$ cat src/nsc_regs.svh
/*
 * Register map constants of the node switch configuration bank: offsets,
 * field positions, writable masks and reset values.
 * Assumes it is included by bare name from design files of this bank.
 */
`ifndef NSC_REGS_SVH
`define NSC_REGS_SVH

// ----------------------------------------------------------------------
// Register offsets (configuration register numbers).
// ----------------------------------------------------------------------
`define NSC_OFF_IDENT     8'h00
`define NSC_OFF_TOPO      8'h01
`define NSC_OFF_SWCFG     8'h04
`define NSC_OFF_NODEID    8'h05
`define NSC_OFF_PLL       8'h06
`define NSC_OFF_SWDIV     8'h07

// ----------------------------------------------------------------------
// Field positions.
// ----------------------------------------------------------------------
`define NSC_SWCFG_LOCK_BIT  31
`define NSC_SWCFG_PLLLK_BIT 8
`define NSC_SWCFG_HDR_BIT   0
`define NSC_PLL_ODIV_HI     25
`define NSC_PLL_ODIV_LO     23
`define NSC_PLL_F_HI        20
`define NSC_PLL_F_LO        8
`define NSC_PLL_R_HI        6
`define NSC_PLL_R_LO        0
`define NSC_STRAP_PAD       6'h00

// ----------------------------------------------------------------------
// Readable and writable masks; reserved bits read as zero.
// ----------------------------------------------------------------------
`define NSC_MASK_ALL      32'hffffffff
`define NSC_MASK_TOPO     32'h00ffffff
`define NSC_MASK_SWCFG    32'h80000101
`define NSC_MASK_LOW16    32'h0000ffff
`define NSC_MASK_PLL      32'h039fff7f
`define NSC_MASK_NONE     32'h00000000

// ----------------------------------------------------------------------
// Reset values; PLL word depends on the two boot strap pins.
// ----------------------------------------------------------------------
`define NSC_RST_ZERO      32'h00000000
`define NSC_PLL_RST_M0    32'h00800f00
`define NSC_PLL_RST_M1    32'h00801f01
`define NSC_PLL_RST_M2    32'h00002701
`define NSC_PLL_RST_M3    32'h01003b02
`define NSC_DIV_ZERO      16'h0000
`define NSC_DIV_ONE       16'h0001

`endif

$ cat src/nsc_pkg.sv
/*
 * Types shared by the node switch configuration bank.
 * Assumes nothing beyond a SystemVerilog compiler.
 */
`default_nettype none

package nsc_pkg;

	// Start-up sequence states, one-hot.
	typedef enum logic [3:0] {
		NSC_ST_SETTLE0 = 4'h1,
		NSC_ST_SETTLE1 = 4'h2,
		NSC_ST_CAPTURE = 4'h4,
		NSC_ST_RUN     = 4'h8
	} nsc_state_e;

endpackage : nsc_pkg

`default_nettype wire

$ cat src/nsc_route_cmp.sv
/*
 * Routing comparator: matches an incoming destination against this node's
 * identifier, most significant bit first, and reports the first mismatch.
 * Assumes destinations arrive on the same clock as the configuration bank.
 */
`default_nettype none

module nsc_route_cmp
	import nsc_pkg::*;
(
	input  wire logic        clock,
	input  wire logic        srst,
	input  wire logic [15:0] node_id,
	input  wire logic        msg_valid,
	input  wire logic [15:0] msg_dest,
	output var  logic        route_valid_q,
	output var  logic        route_local_q,
	output var  logic [3:0]  route_bit_q
);

	// ------------------------------------------------------------------
	// Mismatch search.
	// ------------------------------------------------------------------

	// Returns the index of the highest differing bit, scanning downward.
	function automatic logic [3:0] first_mismatch(input logic [15:0] diff);
		logic [3:0] idx;
		logic       found;
		idx   = 4'h0;
		found = 1'b0;
		for (int i = 15; i >= 0; i--) begin
			if (diff[i] && !found) begin
				idx   = 4'(i);
				found = 1'b1;
			end
		end
		return idx;
	endfunction

	// Registers the comparison result one cycle after the message.
	always_ff @(posedge clock) begin
		if (srst) begin
			route_valid_q <= 1'b0;
			route_local_q <= 1'b0;
			route_bit_q   <= 4'h0;
		end else begin
			route_valid_q <= msg_valid;
			route_local_q <= (msg_dest == node_id);
			route_bit_q   <= first_mismatch(msg_dest ^ node_id);
		end
	end
endmodule : nsc_route_cmp

`default_nettype wire

$ cat src/nsc_cfg_regs.sv
/*
 * Configuration register bank of the node interconnect switch.
 * Holds identity, sampled boot straps, topology, lock and header bits,
 * the node identifier, PLL ratios and the switch clock divider.
 * Assumes one clock (the PLL clock), a synchronous active-high reset and
 * a host that issues configuration reads and writes on the cfg port.
 */
`default_nettype none
`include "nsc_regs.svh"

module nsc_cfg_regs
	import nsc_pkg::*;
#(
	parameter logic [7:0] CHIP_ID      = 8'h5a, // Arbitrary value.
	parameter logic [7:0] SW_REVISION  = 8'h01, // Arbitrary value.
	parameter logic [7:0] SW_VERSION   = 8'h02, // Arbitrary value.
	parameter logic [7:0] LINK_COUNT   = 8'h08,
	parameter logic [7:0] CORE_COUNT   = 8'h01,
	parameter logic [7:0] LINKS_PER_PE = 8'h04
) (
	input  wire logic        clock,
	input  wire logic        srst,
	input  wire logic        boot_strap_pin_0,
	input  wire logic        boot_strap_pin_1,
	input  wire logic        cfg_req,
	input  wire logic        cfg_write,
	input  wire logic [7:0]  cfg_addr,
	input  wire logic [31:0] cfg_wdata,
	output var  logic        cfg_ack_q,
	output var  logic        cfg_err_q,
	output var  logic [31:0] cfg_rdata_q,
	input  wire logic        msg_valid,
	input  wire logic [15:0] msg_dest,
	output var  logic        route_valid_q,
	output var  logic        route_local_q,
	output var  logic [3:0]  route_bit_q,
	output var  logic        header_one_byte_q,
	output var  logic [2:0]  pll_output_divider_q,
	output var  logic [12:0] pll_feedback_ratio_q,
	output var  logic [6:0]  pll_input_divider_q,
	output var  logic        tile_reset_q,
	output var  logic        switch_clk_en_q
);
	// ------------------------------------------------------------------
	// Register decode helpers.
	// ------------------------------------------------------------------
	// Bits that read back for each offset; zero mask means unmapped.
	function automatic logic [31:0] rd_mask(input logic [7:0] a);
		case (a)
			`NSC_OFF_IDENT:  rd_mask = `NSC_MASK_ALL;
			`NSC_OFF_TOPO:   rd_mask = `NSC_MASK_TOPO;
			`NSC_OFF_SWCFG:  rd_mask = `NSC_MASK_SWCFG;
			`NSC_OFF_NODEID: rd_mask = `NSC_MASK_LOW16;
			`NSC_OFF_PLL:    rd_mask = `NSC_MASK_PLL;
			`NSC_OFF_SWDIV:  rd_mask = `NSC_MASK_LOW16;
			default:         rd_mask = `NSC_MASK_NONE;
		endcase
	endfunction

	// Bits that software may change for each offset.
	function automatic logic [31:0] wr_mask(input logic [7:0] a);
		case (a)
			`NSC_OFF_SWCFG:  wr_mask = `NSC_MASK_SWCFG;
			`NSC_OFF_NODEID: wr_mask = `NSC_MASK_LOW16;
			`NSC_OFF_PLL:    wr_mask = `NSC_MASK_PLL;
			`NSC_OFF_SWDIV:  wr_mask = `NSC_MASK_LOW16;
			default:         wr_mask = `NSC_MASK_NONE;
		endcase
	endfunction

	// Strap-dependent PLL reset word.
	function automatic logic [31:0] pll_reset_word(input logic [1:0] s);
		case (s)
			2'h0:    pll_reset_word = `NSC_PLL_RST_M0;
			2'h1:    pll_reset_word = `NSC_PLL_RST_M1;
			2'h2:    pll_reset_word = `NSC_PLL_RST_M2;
			default: pll_reset_word = `NSC_PLL_RST_M3;
		endcase
	endfunction
	// ------------------------------------------------------------------
	// State and storage.
	// ------------------------------------------------------------------
	nsc_state_e  state_q;     // Start-up sequence state.
	logic [1:0]  strap_s1_q;  // First synchroniser stage of the straps.
	logic [1:0]  strap_s2_q;  // Second synchroniser stage of the straps.
	logic [1:0]  strap_q;     // Straps as captured after reset.
	logic [31:0] swcfg_q;     // Lock and header configuration.
	logic [15:0] node_id_q;   // Routing identifier of this node.
	logic [31:0] pll_q;       // PLL ratio settings word.
	logic [15:0] div_q;       // Switch clock divider.
	logic [15:0] div_cnt_q;   // Divider phase counter.
	logic [31:0] rd_word;     // Unmasked read value.
	logic        running;     // Bank has left start-up.
	logic        is_wr;       // A write request this cycle.
	logic        refused;     // Write blocked by a lock or target.
	logic        wr_ok;       // Write that updates storage.
	logic [7:0]  addr_q;      // Address of the answered access.

	assign running = (state_q == NSC_ST_RUN);
	assign is_wr   = cfg_req && cfg_write;

	// A write is refused while locked, while still starting, or on a
	// read-only or unmapped target.
	assign refused = !running || wr_mask(cfg_addr) == `NSC_MASK_NONE
		|| swcfg_q[`NSC_SWCFG_LOCK_BIT]
		|| (cfg_addr == `NSC_OFF_PLL && swcfg_q[`NSC_SWCFG_PLLLK_BIT]);
	assign wr_ok   = is_wr && !refused;
	// ------------------------------------------------------------------
	// Strap synchroniser and start-up sequence.
	// ------------------------------------------------------------------
	// Two stages bring the strap pins into the clock domain.
	always_ff @(posedge clock) begin
		strap_s1_q <= {boot_strap_pin_1, boot_strap_pin_0};
		strap_s2_q <= strap_s1_q;
	end

	// Waits for the synchroniser to refill, captures straps, then runs.
	always_ff @(posedge clock) begin
		if (srst) begin
			state_q <= NSC_ST_SETTLE0;
		end else begin
			case (state_q)
				NSC_ST_SETTLE0: state_q <= NSC_ST_SETTLE1;
				NSC_ST_SETTLE1: state_q <= NSC_ST_CAPTURE;
				NSC_ST_CAPTURE: state_q <= NSC_ST_RUN;
				NSC_ST_RUN:     state_q <= NSC_ST_RUN;
				default:        state_q <= NSC_ST_SETTLE0;
			endcase
		end
	end

	// Strap levels are held from capture until the next reset.
	always_ff @(posedge clock) begin
		if (srst) begin
			strap_q <= 2'h0;
		end else if (state_q == NSC_ST_CAPTURE) begin
			strap_q <= strap_s2_q;
		end
	end
	// ------------------------------------------------------------------
	// Writable registers.
	// ------------------------------------------------------------------
	// Switch configuration: lock bits and header mode.
	always_ff @(posedge clock) begin
		if (srst) begin
			swcfg_q <= `NSC_RST_ZERO;
		end else if (wr_ok && cfg_addr == `NSC_OFF_SWCFG) begin
			swcfg_q <= cfg_wdata & `NSC_MASK_SWCFG;
		end
	end

	// Node identifier, low sixteen bits only.
	always_ff @(posedge clock) begin
		if (srst) begin
			node_id_q <= `NSC_DIV_ZERO;
		end else if (wr_ok && cfg_addr == `NSC_OFF_NODEID) begin
			node_id_q <= cfg_wdata[15:0];
		end
	end

	// PLL ratios: strap-dependent load at capture, then host writes.
	always_ff @(posedge clock) begin
		if (srst) begin
			pll_q <= `NSC_RST_ZERO;
		end else if (state_q == NSC_ST_CAPTURE) begin
			pll_q <= pll_reset_word(strap_s2_q);
		end else if (wr_ok && cfg_addr == `NSC_OFF_PLL) begin
			pll_q <= cfg_wdata & `NSC_MASK_PLL;
		end
	end

	// Switch clock divider.
	always_ff @(posedge clock) begin
		if (srst) begin
			div_q <= `NSC_DIV_ZERO;
		end else if (wr_ok && cfg_addr == `NSC_OFF_SWDIV) begin
			div_q <= cfg_wdata[15:0];
		end
	end
	// ------------------------------------------------------------------
	// Outputs driven by the registers.
	// ------------------------------------------------------------------
	// Copies of the PLL and header fields for the clock and link logic.
	always_ff @(posedge clock) begin
		if (srst) begin
			header_one_byte_q    <= 1'b0;
			pll_output_divider_q <= 3'h0;
			pll_feedback_ratio_q <= 13'h0000;
			pll_input_divider_q  <= 7'h00;
		end else begin
			header_one_byte_q    <= swcfg_q[`NSC_SWCFG_HDR_BIT];
			pll_output_divider_q <= pll_q[`NSC_PLL_ODIV_HI:`NSC_PLL_ODIV_LO];
			pll_feedback_ratio_q <= pll_q[`NSC_PLL_F_HI:`NSC_PLL_F_LO];
			pll_input_divider_q  <= pll_q[`NSC_PLL_R_HI:`NSC_PLL_R_LO];
		end
	end

	// A PLL write that is taken pulses the tile reset for one cycle.
	always_ff @(posedge clock) begin
		if (srst) begin
			tile_reset_q <= 1'b0;
		end else begin
			tile_reset_q <= wr_ok && cfg_addr == `NSC_OFF_PLL;
		end
	end

	// Switch clock enable: one pulse every divider+1 PLL clock cycles.
	always_ff @(posedge clock) begin
		if (srst) begin
			div_cnt_q       <= `NSC_DIV_ZERO;
			switch_clk_en_q <= 1'b0;
		end else if (div_cnt_q >= div_q) begin
			div_cnt_q       <= `NSC_DIV_ZERO;
			switch_clk_en_q <= 1'b1;
		end else begin
			div_cnt_q       <= div_cnt_q + `NSC_DIV_ONE;
			switch_clk_en_q <= 1'b0;
		end
	end
	// ------------------------------------------------------------------
	// Configuration answer path.
	// ------------------------------------------------------------------
	// Raw read word before reserved bits are cleared.
	always_comb begin
		case (cfg_addr)
			`NSC_OFF_IDENT:  rd_word = {CHIP_ID, `NSC_STRAP_PAD, strap_q,
				SW_REVISION, SW_VERSION};
			`NSC_OFF_TOPO:   rd_word = {8'h00, LINK_COUNT, CORE_COUNT,
				LINKS_PER_PE};
			`NSC_OFF_SWCFG:  rd_word = swcfg_q;
			`NSC_OFF_NODEID: rd_word = {16'h0000, node_id_q};
			`NSC_OFF_PLL:    rd_word = pll_q;
			`NSC_OFF_SWDIV:  rd_word = {16'h0000, div_q};
			default:         rd_word = `NSC_RST_ZERO;
		endcase
	end

	// Every request is answered one cycle later; errors flag refusals.
	always_ff @(posedge clock) begin
		if (srst) begin
			cfg_ack_q   <= 1'b0;
			cfg_err_q   <= 1'b0;
			cfg_rdata_q <= `NSC_RST_ZERO;
			addr_q      <= 8'h00;
		end else begin
			cfg_ack_q <= cfg_req;
			addr_q    <= cfg_addr;
			if (cfg_req && cfg_write) begin
				cfg_err_q   <= refused;
				cfg_rdata_q <= `NSC_RST_ZERO;
			end else if (cfg_req) begin
				cfg_err_q   <= !running || rd_mask(cfg_addr) == `NSC_MASK_NONE;
				cfg_rdata_q <= rd_word & rd_mask(cfg_addr);
			end else begin
				cfg_err_q   <= 1'b0;
				cfg_rdata_q <= `NSC_RST_ZERO;
			end
		end
	end

	// Routing comparator against the stored identifier.
	nsc_route_cmp u_route (
		.clock         (clock),
		.srst          (srst),
		.node_id       (node_id_q),
		.msg_valid     (msg_valid),
		.msg_dest      (msg_dest),
		.route_valid_q (route_valid_q),
		.route_local_q (route_local_q),
		.route_bit_q   (route_bit_q)
	);
endmodule : nsc_cfg_regs

`default_nettype wire

$ cat config.mk
export PLATFORM = sky130hd
export DESIGN_NAME = nsc_cfg_regs
export DESIGN_NICKNAME = d
export VERILOG_FILES = /design/src/nsc_pkg.sv /design/src/nsc_route_cmp.sv /design/src/nsc_cfg_regs.sv
export VERILOG_INCLUDE_DIRS = /design/src
export SDC_FILE = /design/constraint.sdc
export NUM_CORES = 1
export LEC_CHECK = 0
export ABC_CLOCK_PERIOD_IN_PS = 2400
export BUFFER_PORTS_ARGS = -buffer_cell sky130_fd_sc_hd__buf_2
export CAP_MARGIN = 20
export CORE_ASPECT_RATIO = 1.2
export CORE_UTILIZATION = 54
export DETAILED_ROUTE_END_ITERATION = 12
export HOLD_SLACK_MARGIN = 0.1
export PLACE_DENSITY = 0.77
export SETUP_SLACK_MARGIN = 0.2
export SKIP_LAST_GASP = 1
export SLEW_MARGIN = 25
export SYNTH_ARGS = -nofsm -noshare
export SYNTH_HDL_FRONTEND = slang
export SYNTH_SLANG_ARGS = --single-unit
$ cat constraint.sdc
create_clock -name clock -period 2.4 [get_ports clock]
set_input_delay 0.24 -clock clock [delete_from_list [all_inputs] [get_ports clock]]
set_output_delay 0.24 -clock clock [all_outputs]
set_load 0.05 [all_outputs]
* Yosys cells after proc, flatten, opt, wreduce, memory -nomap -nowiden
Cells that the tools add are included.
** Cells by class
- Add/sub/neg operators :: 1
- Bitwise gates (word level) :: 3
- Reduce and logical (&&, ||, !) cells :: 56
- Equality and inequality tests :: 12
- Magnitude comparators :: 1
- Multiplexer cells :: 58
** Operator list (number)
- 32-bit one-hot mux with 6 select lines :: 1
- 32-bit 2-to-1 mux :: 5
- 32-bit one-hot mux with 5 select lines :: 1
- 32-bit one-hot mux with 3 select lines :: 1
- 25-bit one-hot mux with 3 select lines :: 1
- 32-bit logical NOT :: 2
- 1-bit 2-to-1 mux :: 34
- 32-bit bitwise AND :: 1
- 8-bit by 3-bit == test with 1-bit output (second input constant) :: 4
- 4-bit 2-to-1 mux :: 8
- 1-bit logical AND :: 22
- 1-bit logical NOT :: 17
- 16-bit by 1-bit adder with 16-bit output (second input constant) :: 1
- 16-bit == test :: 1
- 16-bit >= comparator :: 1
- 16-bit bitwise XOR :: 1
- 3-bit 2-to-1 mux :: 4
- 4-bit one-hot mux with 3 select lines :: 1
- 9-bit OR reduction :: 1
- 8-bit by 1-bit == test with 1-bit output (second input constant) :: 1
- 8-bit logical NOT :: 1
- 2-bit OR reduction :: 4
- 3-bit OR reduction :: 2
- 5-bit OR reduction :: 1
- 11 further kinds :: 15
** Word-level totals
- Output and inout port bits :: 66
- Word-level logic and storage cells :: 155
- Register bits after elaboration :: 159
- Bits of input ports :: 63

* Longest topological paths before layout
- Word-level depth :: 62
- Depth in mapped cells :: 9
- Depth with buffers taken out :: 7

* Cells and area by module
From an unflattened synthesis, not the netlist that was laid out.
** Second synthesis, totals
- Cell total of the unflattened synthesis :: 667
- Area total of the unflattened synthesis :: 6117.1 sq um
** Modules (own cells, without submodules)
- nsc_cfg_regs :: area each 5630.4 sq um, times used 1, cells each 613
- nsc_route_cmp :: area each 486.7 sq um, times used 1, cells each 54

* Worst setup path before layout
No wires, ideal clock.
- Path kind :: reg2reg
- Start point :: register state_q[0]
- End point :: register div_q[10]
- Path buffers :: 2
- Slack :: 0.431 ns
- Stages on the path, launching flop included :: 8
- Arrival time :: 1.842 ns
- Cell sequence :: dfxtp_1 > or4b_4 > nor3_4 > and4_1 > buf_6 > buf_12 > mux2i_1 > nor2_1
** Between the ends
- Cells in the longest elaborated chain, start to end :: 8
** RTL lines
- start, declared :: line nsc_cfg_regs.sv:83 : nsc_state_e state_q;
- start signal, assigned :: line nsc_cfg_regs.sv:120 : state_q <= NSC_ST_SETTLE0;
- start signal, assigned :: line nsc_cfg_regs.sv:123 : NSC_ST_SETTLE0: state_q <= NSC_ST_SETTLE1;
- start signal, assigned :: line nsc_cfg_regs.sv:124 : NSC_ST_SETTLE1: state_q <= NSC_ST_CAPTURE;
- 4-bit == test :: line nsc_cfg_regs.sv:99 : assign running = (state_q == NSC_ST_RUN);
- 1-bit logical NOT :: line nsc_cfg_regs.sv:104 : assign refused = !running || wr_mask(cfg_addr) == `NSC_MASK_NONE
- 1-bit logical OR (no line)
- 1-bit logical OR (2 in a row) :: line nsc_cfg_regs.sv:104
- 1-bit logical NOT :: line nsc_cfg_regs.sv:107 : assign wr_ok = is_wr && !refused;
- 1-bit logical AND :: line nsc_cfg_regs.sv:107
- 1-bit logical AND (no line)
- end signal, assigned :: line nsc_cfg_regs.sv:175 : div_q <= `NSC_DIV_ZERO;
- end signal, assigned :: line nsc_cfg_regs.sv:177 : div_q <= cfg_wdata[15:0];
- end, declared :: line nsc_cfg_regs.sv:90 : logic [15:0] div_q;
Every way passes these cells.
A chain may end at the register's enable or synchronous reset.

* Worst setup path after layout
- Start point :: register state_q[1]
- End point :: register div_q[11]
Same word-level chain as after synthesis.

==> impl_metrics.yaml <==
setup_path:
  reg2reg_slack_ns: 0.29
  reg2regPathDepth: 6
  critPathKind: "reg2reg"
  cp-start-kind: "register"
  cp.required_ns: 2.67
  reg2reg_from: "state_q[1]"
  worst-path-max-fanout: 16
  worstPathCellList: "or4b_4, nor3_4, and4_1, buf_12, mux2i_1, nor2_1"
  crit_path_start: "state_q[1]"
  crit_arrival_ns: 2.38
  cpPeakStageDelay_ns: 0.58
  timing.rr.end: "div_q[11]"
  endpoint: "div_q[11]"
  worst_setup_path_end_kind: "register"
  worst_path_max_delay_cell: "or4b_4"
cells_and_area:
  fin_util: 0.699
  drive_gt1_frac: 0.246
  nets: 856
  area_growth_pct: 23.9
  fill_cells: 777
  regArea_um2: 2880
  n_antenna_cell: 0
  multi_input_area_um2: 2890
clock_network:
  clk_pin_slew_ns: 0.06
  cts_max_path_buffers: 2
  cts_root_buf: "clkbuf_16"
  htreeDepth: 4
  cts.sinks: 144
  insertion_delay_ns: 0.42
  cts_tree: "done"
  cts_buffers: 17
sta:
  finalSetupTns_ns: 0
  min_period_ns: 2.11
  clock_skew_ns: 0.00676
  fmax_ghz: 0.474
  setup_ws_ns: 0.292
  hold_viol: 0
  hold_ws_ns: 0.110
  post-route-period-util: 0.878
  rsz0062_at_grt: "false"
  tightest_slew_ns: 0.775
  maxSlewViolCount: 0
  slew_headroom: 0.483
  setup_viol: 0
global_routing:
  grt_start_max_net_pins: 74
  grt_antenna_before_repair: 0
  grt_pass1_vias: 5240
  busiest_layer: "met2"
  grt.overflow.total: 0
  grt_use_met1: 0.301
  grtUsageMet3: 0.0653
  gr-usage-met2: 0.477
  grt_usage: 0.270
  grt_pass1_wl_um: 24600
synth:
  async_reset_ff_frac: 0
  synth.yosys.seq_area_share: 0.477
  syn_area_um2: 6040
  ys_types: 55
  avgSynthCellArea_um2: 9.44
  ys_ff_latch: 144
  ys_warn_count: 0
  synthCells: 640
  synth_edf_count: 0
  ys.flop_type: "dfxtp_1"
floorplanning:
  chipHeight_um: 118
  num_io_pins: 129
  coreArea_um2: 10700
  die_width_um: 98.6
  row_count: 41
  start_util: 0.564
  die_area_um2: 11600
drt:
  ant_nets: 0
  post_drt_wl_per_cell_um: 16.8
  avgViaCountPerCell: 5.59
  remaining_drc_errors: 0
  wl_um: 15300
  drt_first_pass_iters: 7
  dr.first_iter.drc_count: 387
  vias: 5108
worst_hold_path:
  hp-class: "in2reg"
  hold_path_depth: 3
place:
  finalWeightedCongestion: 0.888
  port_buffers: 117
  pre_cts_slack_ns: 0.255
  post-dp-hpwl_um: 10600
outcome:
  status: "complete, no violations"
run:
  timing.max_cap.violations: 0
power_and_ir_drop:
  p_leak_nw: 3.22
  p_per_area_nw_per_um2: 700
  max-vdd-ir-drop_mv: 0.444
-- registers in the layout, summed over array words and instances, names as in the netlist, 4 cells and up --
name,cells
cfg_rdata_q,26
state_q,4
pll_q,23
div_q,16
div_cnt_q,16
pll_feedback_ratio_q,13
node_id_q,16
pll_input_divider_q,7
u_route.route_bit_q,4
-- metal layers --
metal | share of wire | up-vias
met5 | 0 | -
met4 | 0.033 | 0
met3 | 0.069 | 44
met2 | 0.50 | 216
met1 | 0.39 | 2401
li1 | - | 2447
-- synthesized netlist by cell type (all sizes together) (2+ instances only) --
library cell	n	area, um2
nor3	32	188
nor2	69	259
a22oi	11	82.6
a21o	2	15.0
and3	10	62.6
buf	16	129
nand4	4	25.0
nand2b	2	12.5
a22o	3	26.3
nor3b	3	22.5
clkbuf	22	82.6
dfxtp	144	2880
and2	5	31.3
or4	2	15.0
nor4b	2	17.5
nand2	58	218
nand3	20	105
or4b	2	23.8
xnor2	17	149
nor4	6	65.1
inv	23	86.3
and4	4	35.0
ha	22	275
and4b	3	30.0
a311oi	2	17.5
or3	2	12.5
nor2b	31	194
a31oi	10	62.6
a21oi	30	150
mux2i	33	330
o21ai	10	50.1
mux2	13	146
xor2	16	140
-- worst min path at each step --
stage	from	endpoint
6_report	cfg_wdata[2]	pll_q[2]
5_1_grt	cfg_wdata[11]	pll_q[11]
4_1_cts	cfg_wdata[2]	pll_q[2]
3_5_place_dp	strap_s1_q[1]	strap_s2_q[1]
3_3_place_gp	strap_s1_q[1]	strap_s2_q[1]
2_1_floorplan	boot_strap_pin_0	strap_s1_q[0]
-- metrics by stage --
stage               area, um2  std cells  power (mW)
global placement         6710        863        2.75
global route             7490        913        5.40
CTS                      7430        909        5.26
finish                   7490        913        5.24
floorplan                6050        643        2.65
detailed placement       6710        863        2.76
-- critical path: cells and delay by family (launching register included) --
| kind | cells | cell delay [ns] |
|---|---|---|
| muxes | 1 | 0.20 |
| DFF | 1 | 0.38 |
| and+or+nand+nor | 4 | 1.17 |
| buffers and inverters | 1 | 0.19 |
-- cells by family after synthesis --
group	share of synthesized area
buffers and inverters	0.0493
AO/OA/AOI/OAI	0.0766
flip-flops	0.477
XOR/XNOR	0.0478
adder cells (fa/ha/maj)	0.0455
AND/OR/NAND/NOR	0.220
other	0.000621
multiplexers	0.0826
-- power breakdown --
part           total (mW)  internal [mW]  switching [mW]
registers            2.43           2.41          0.0201
clock network        2.51           1.51            1.00
logic               0.297          0.104           0.193
-- layout by cell type, fill, tap and decap left out, drive strengths merged, types with 5 or more instances in the layout --
cell | synthesis | final
buf | 16 | 132
clkinv | 0 | 7
and2 | 5 | 5
a31oi | 10 | 10
inv | 23 | 25
nor2b | 31 | 31
nor4 | 6 | 6
nand3 | 20 | 20
xnor2 | 17 | 17
o21ai | 10 | 10
nor3 | 32 | 32
a22oi | 11 | 11
a21oi | 30 | 30
dlygate4sd3 | 0 | 14
dfxtp | 144 | 144
nand2 | 58 | 58
mux2 | 13 | 13
ha | 22 | 22
clkbuf | 22 | 21
xor2 | 16 | 16
mux2i | 33 | 33
and3 | 10 | 10
nor2 | 69 | 69
-- what timing repair did --
item / 4_1_cts / 5_1_grt
resized for setup: 0 / 5
buffers inserted: 0 / 3
hold endpoints to repair: 14 / 0
setup endpoints to repair: 0 / 31
hold buffers: 14 / 0
-- area by class of cell --
| type | count | share of cell area |
|---|---|---|
| Multi-Input combinational cell | 438 | 0.386 |
| Sequential cell | 144 | 0.385 |
| Timing Repair Buffer | 147 | 0.119 |
| Clock buffer | 20 | 0.0623 |
| Tap cell | 129 | 0.0216 |
| Clock inverter | 12 | 0.0145 |
| Inverter | 23 | 0.0115 |
No activity file was read; power rests on OpenSTA's default activity.
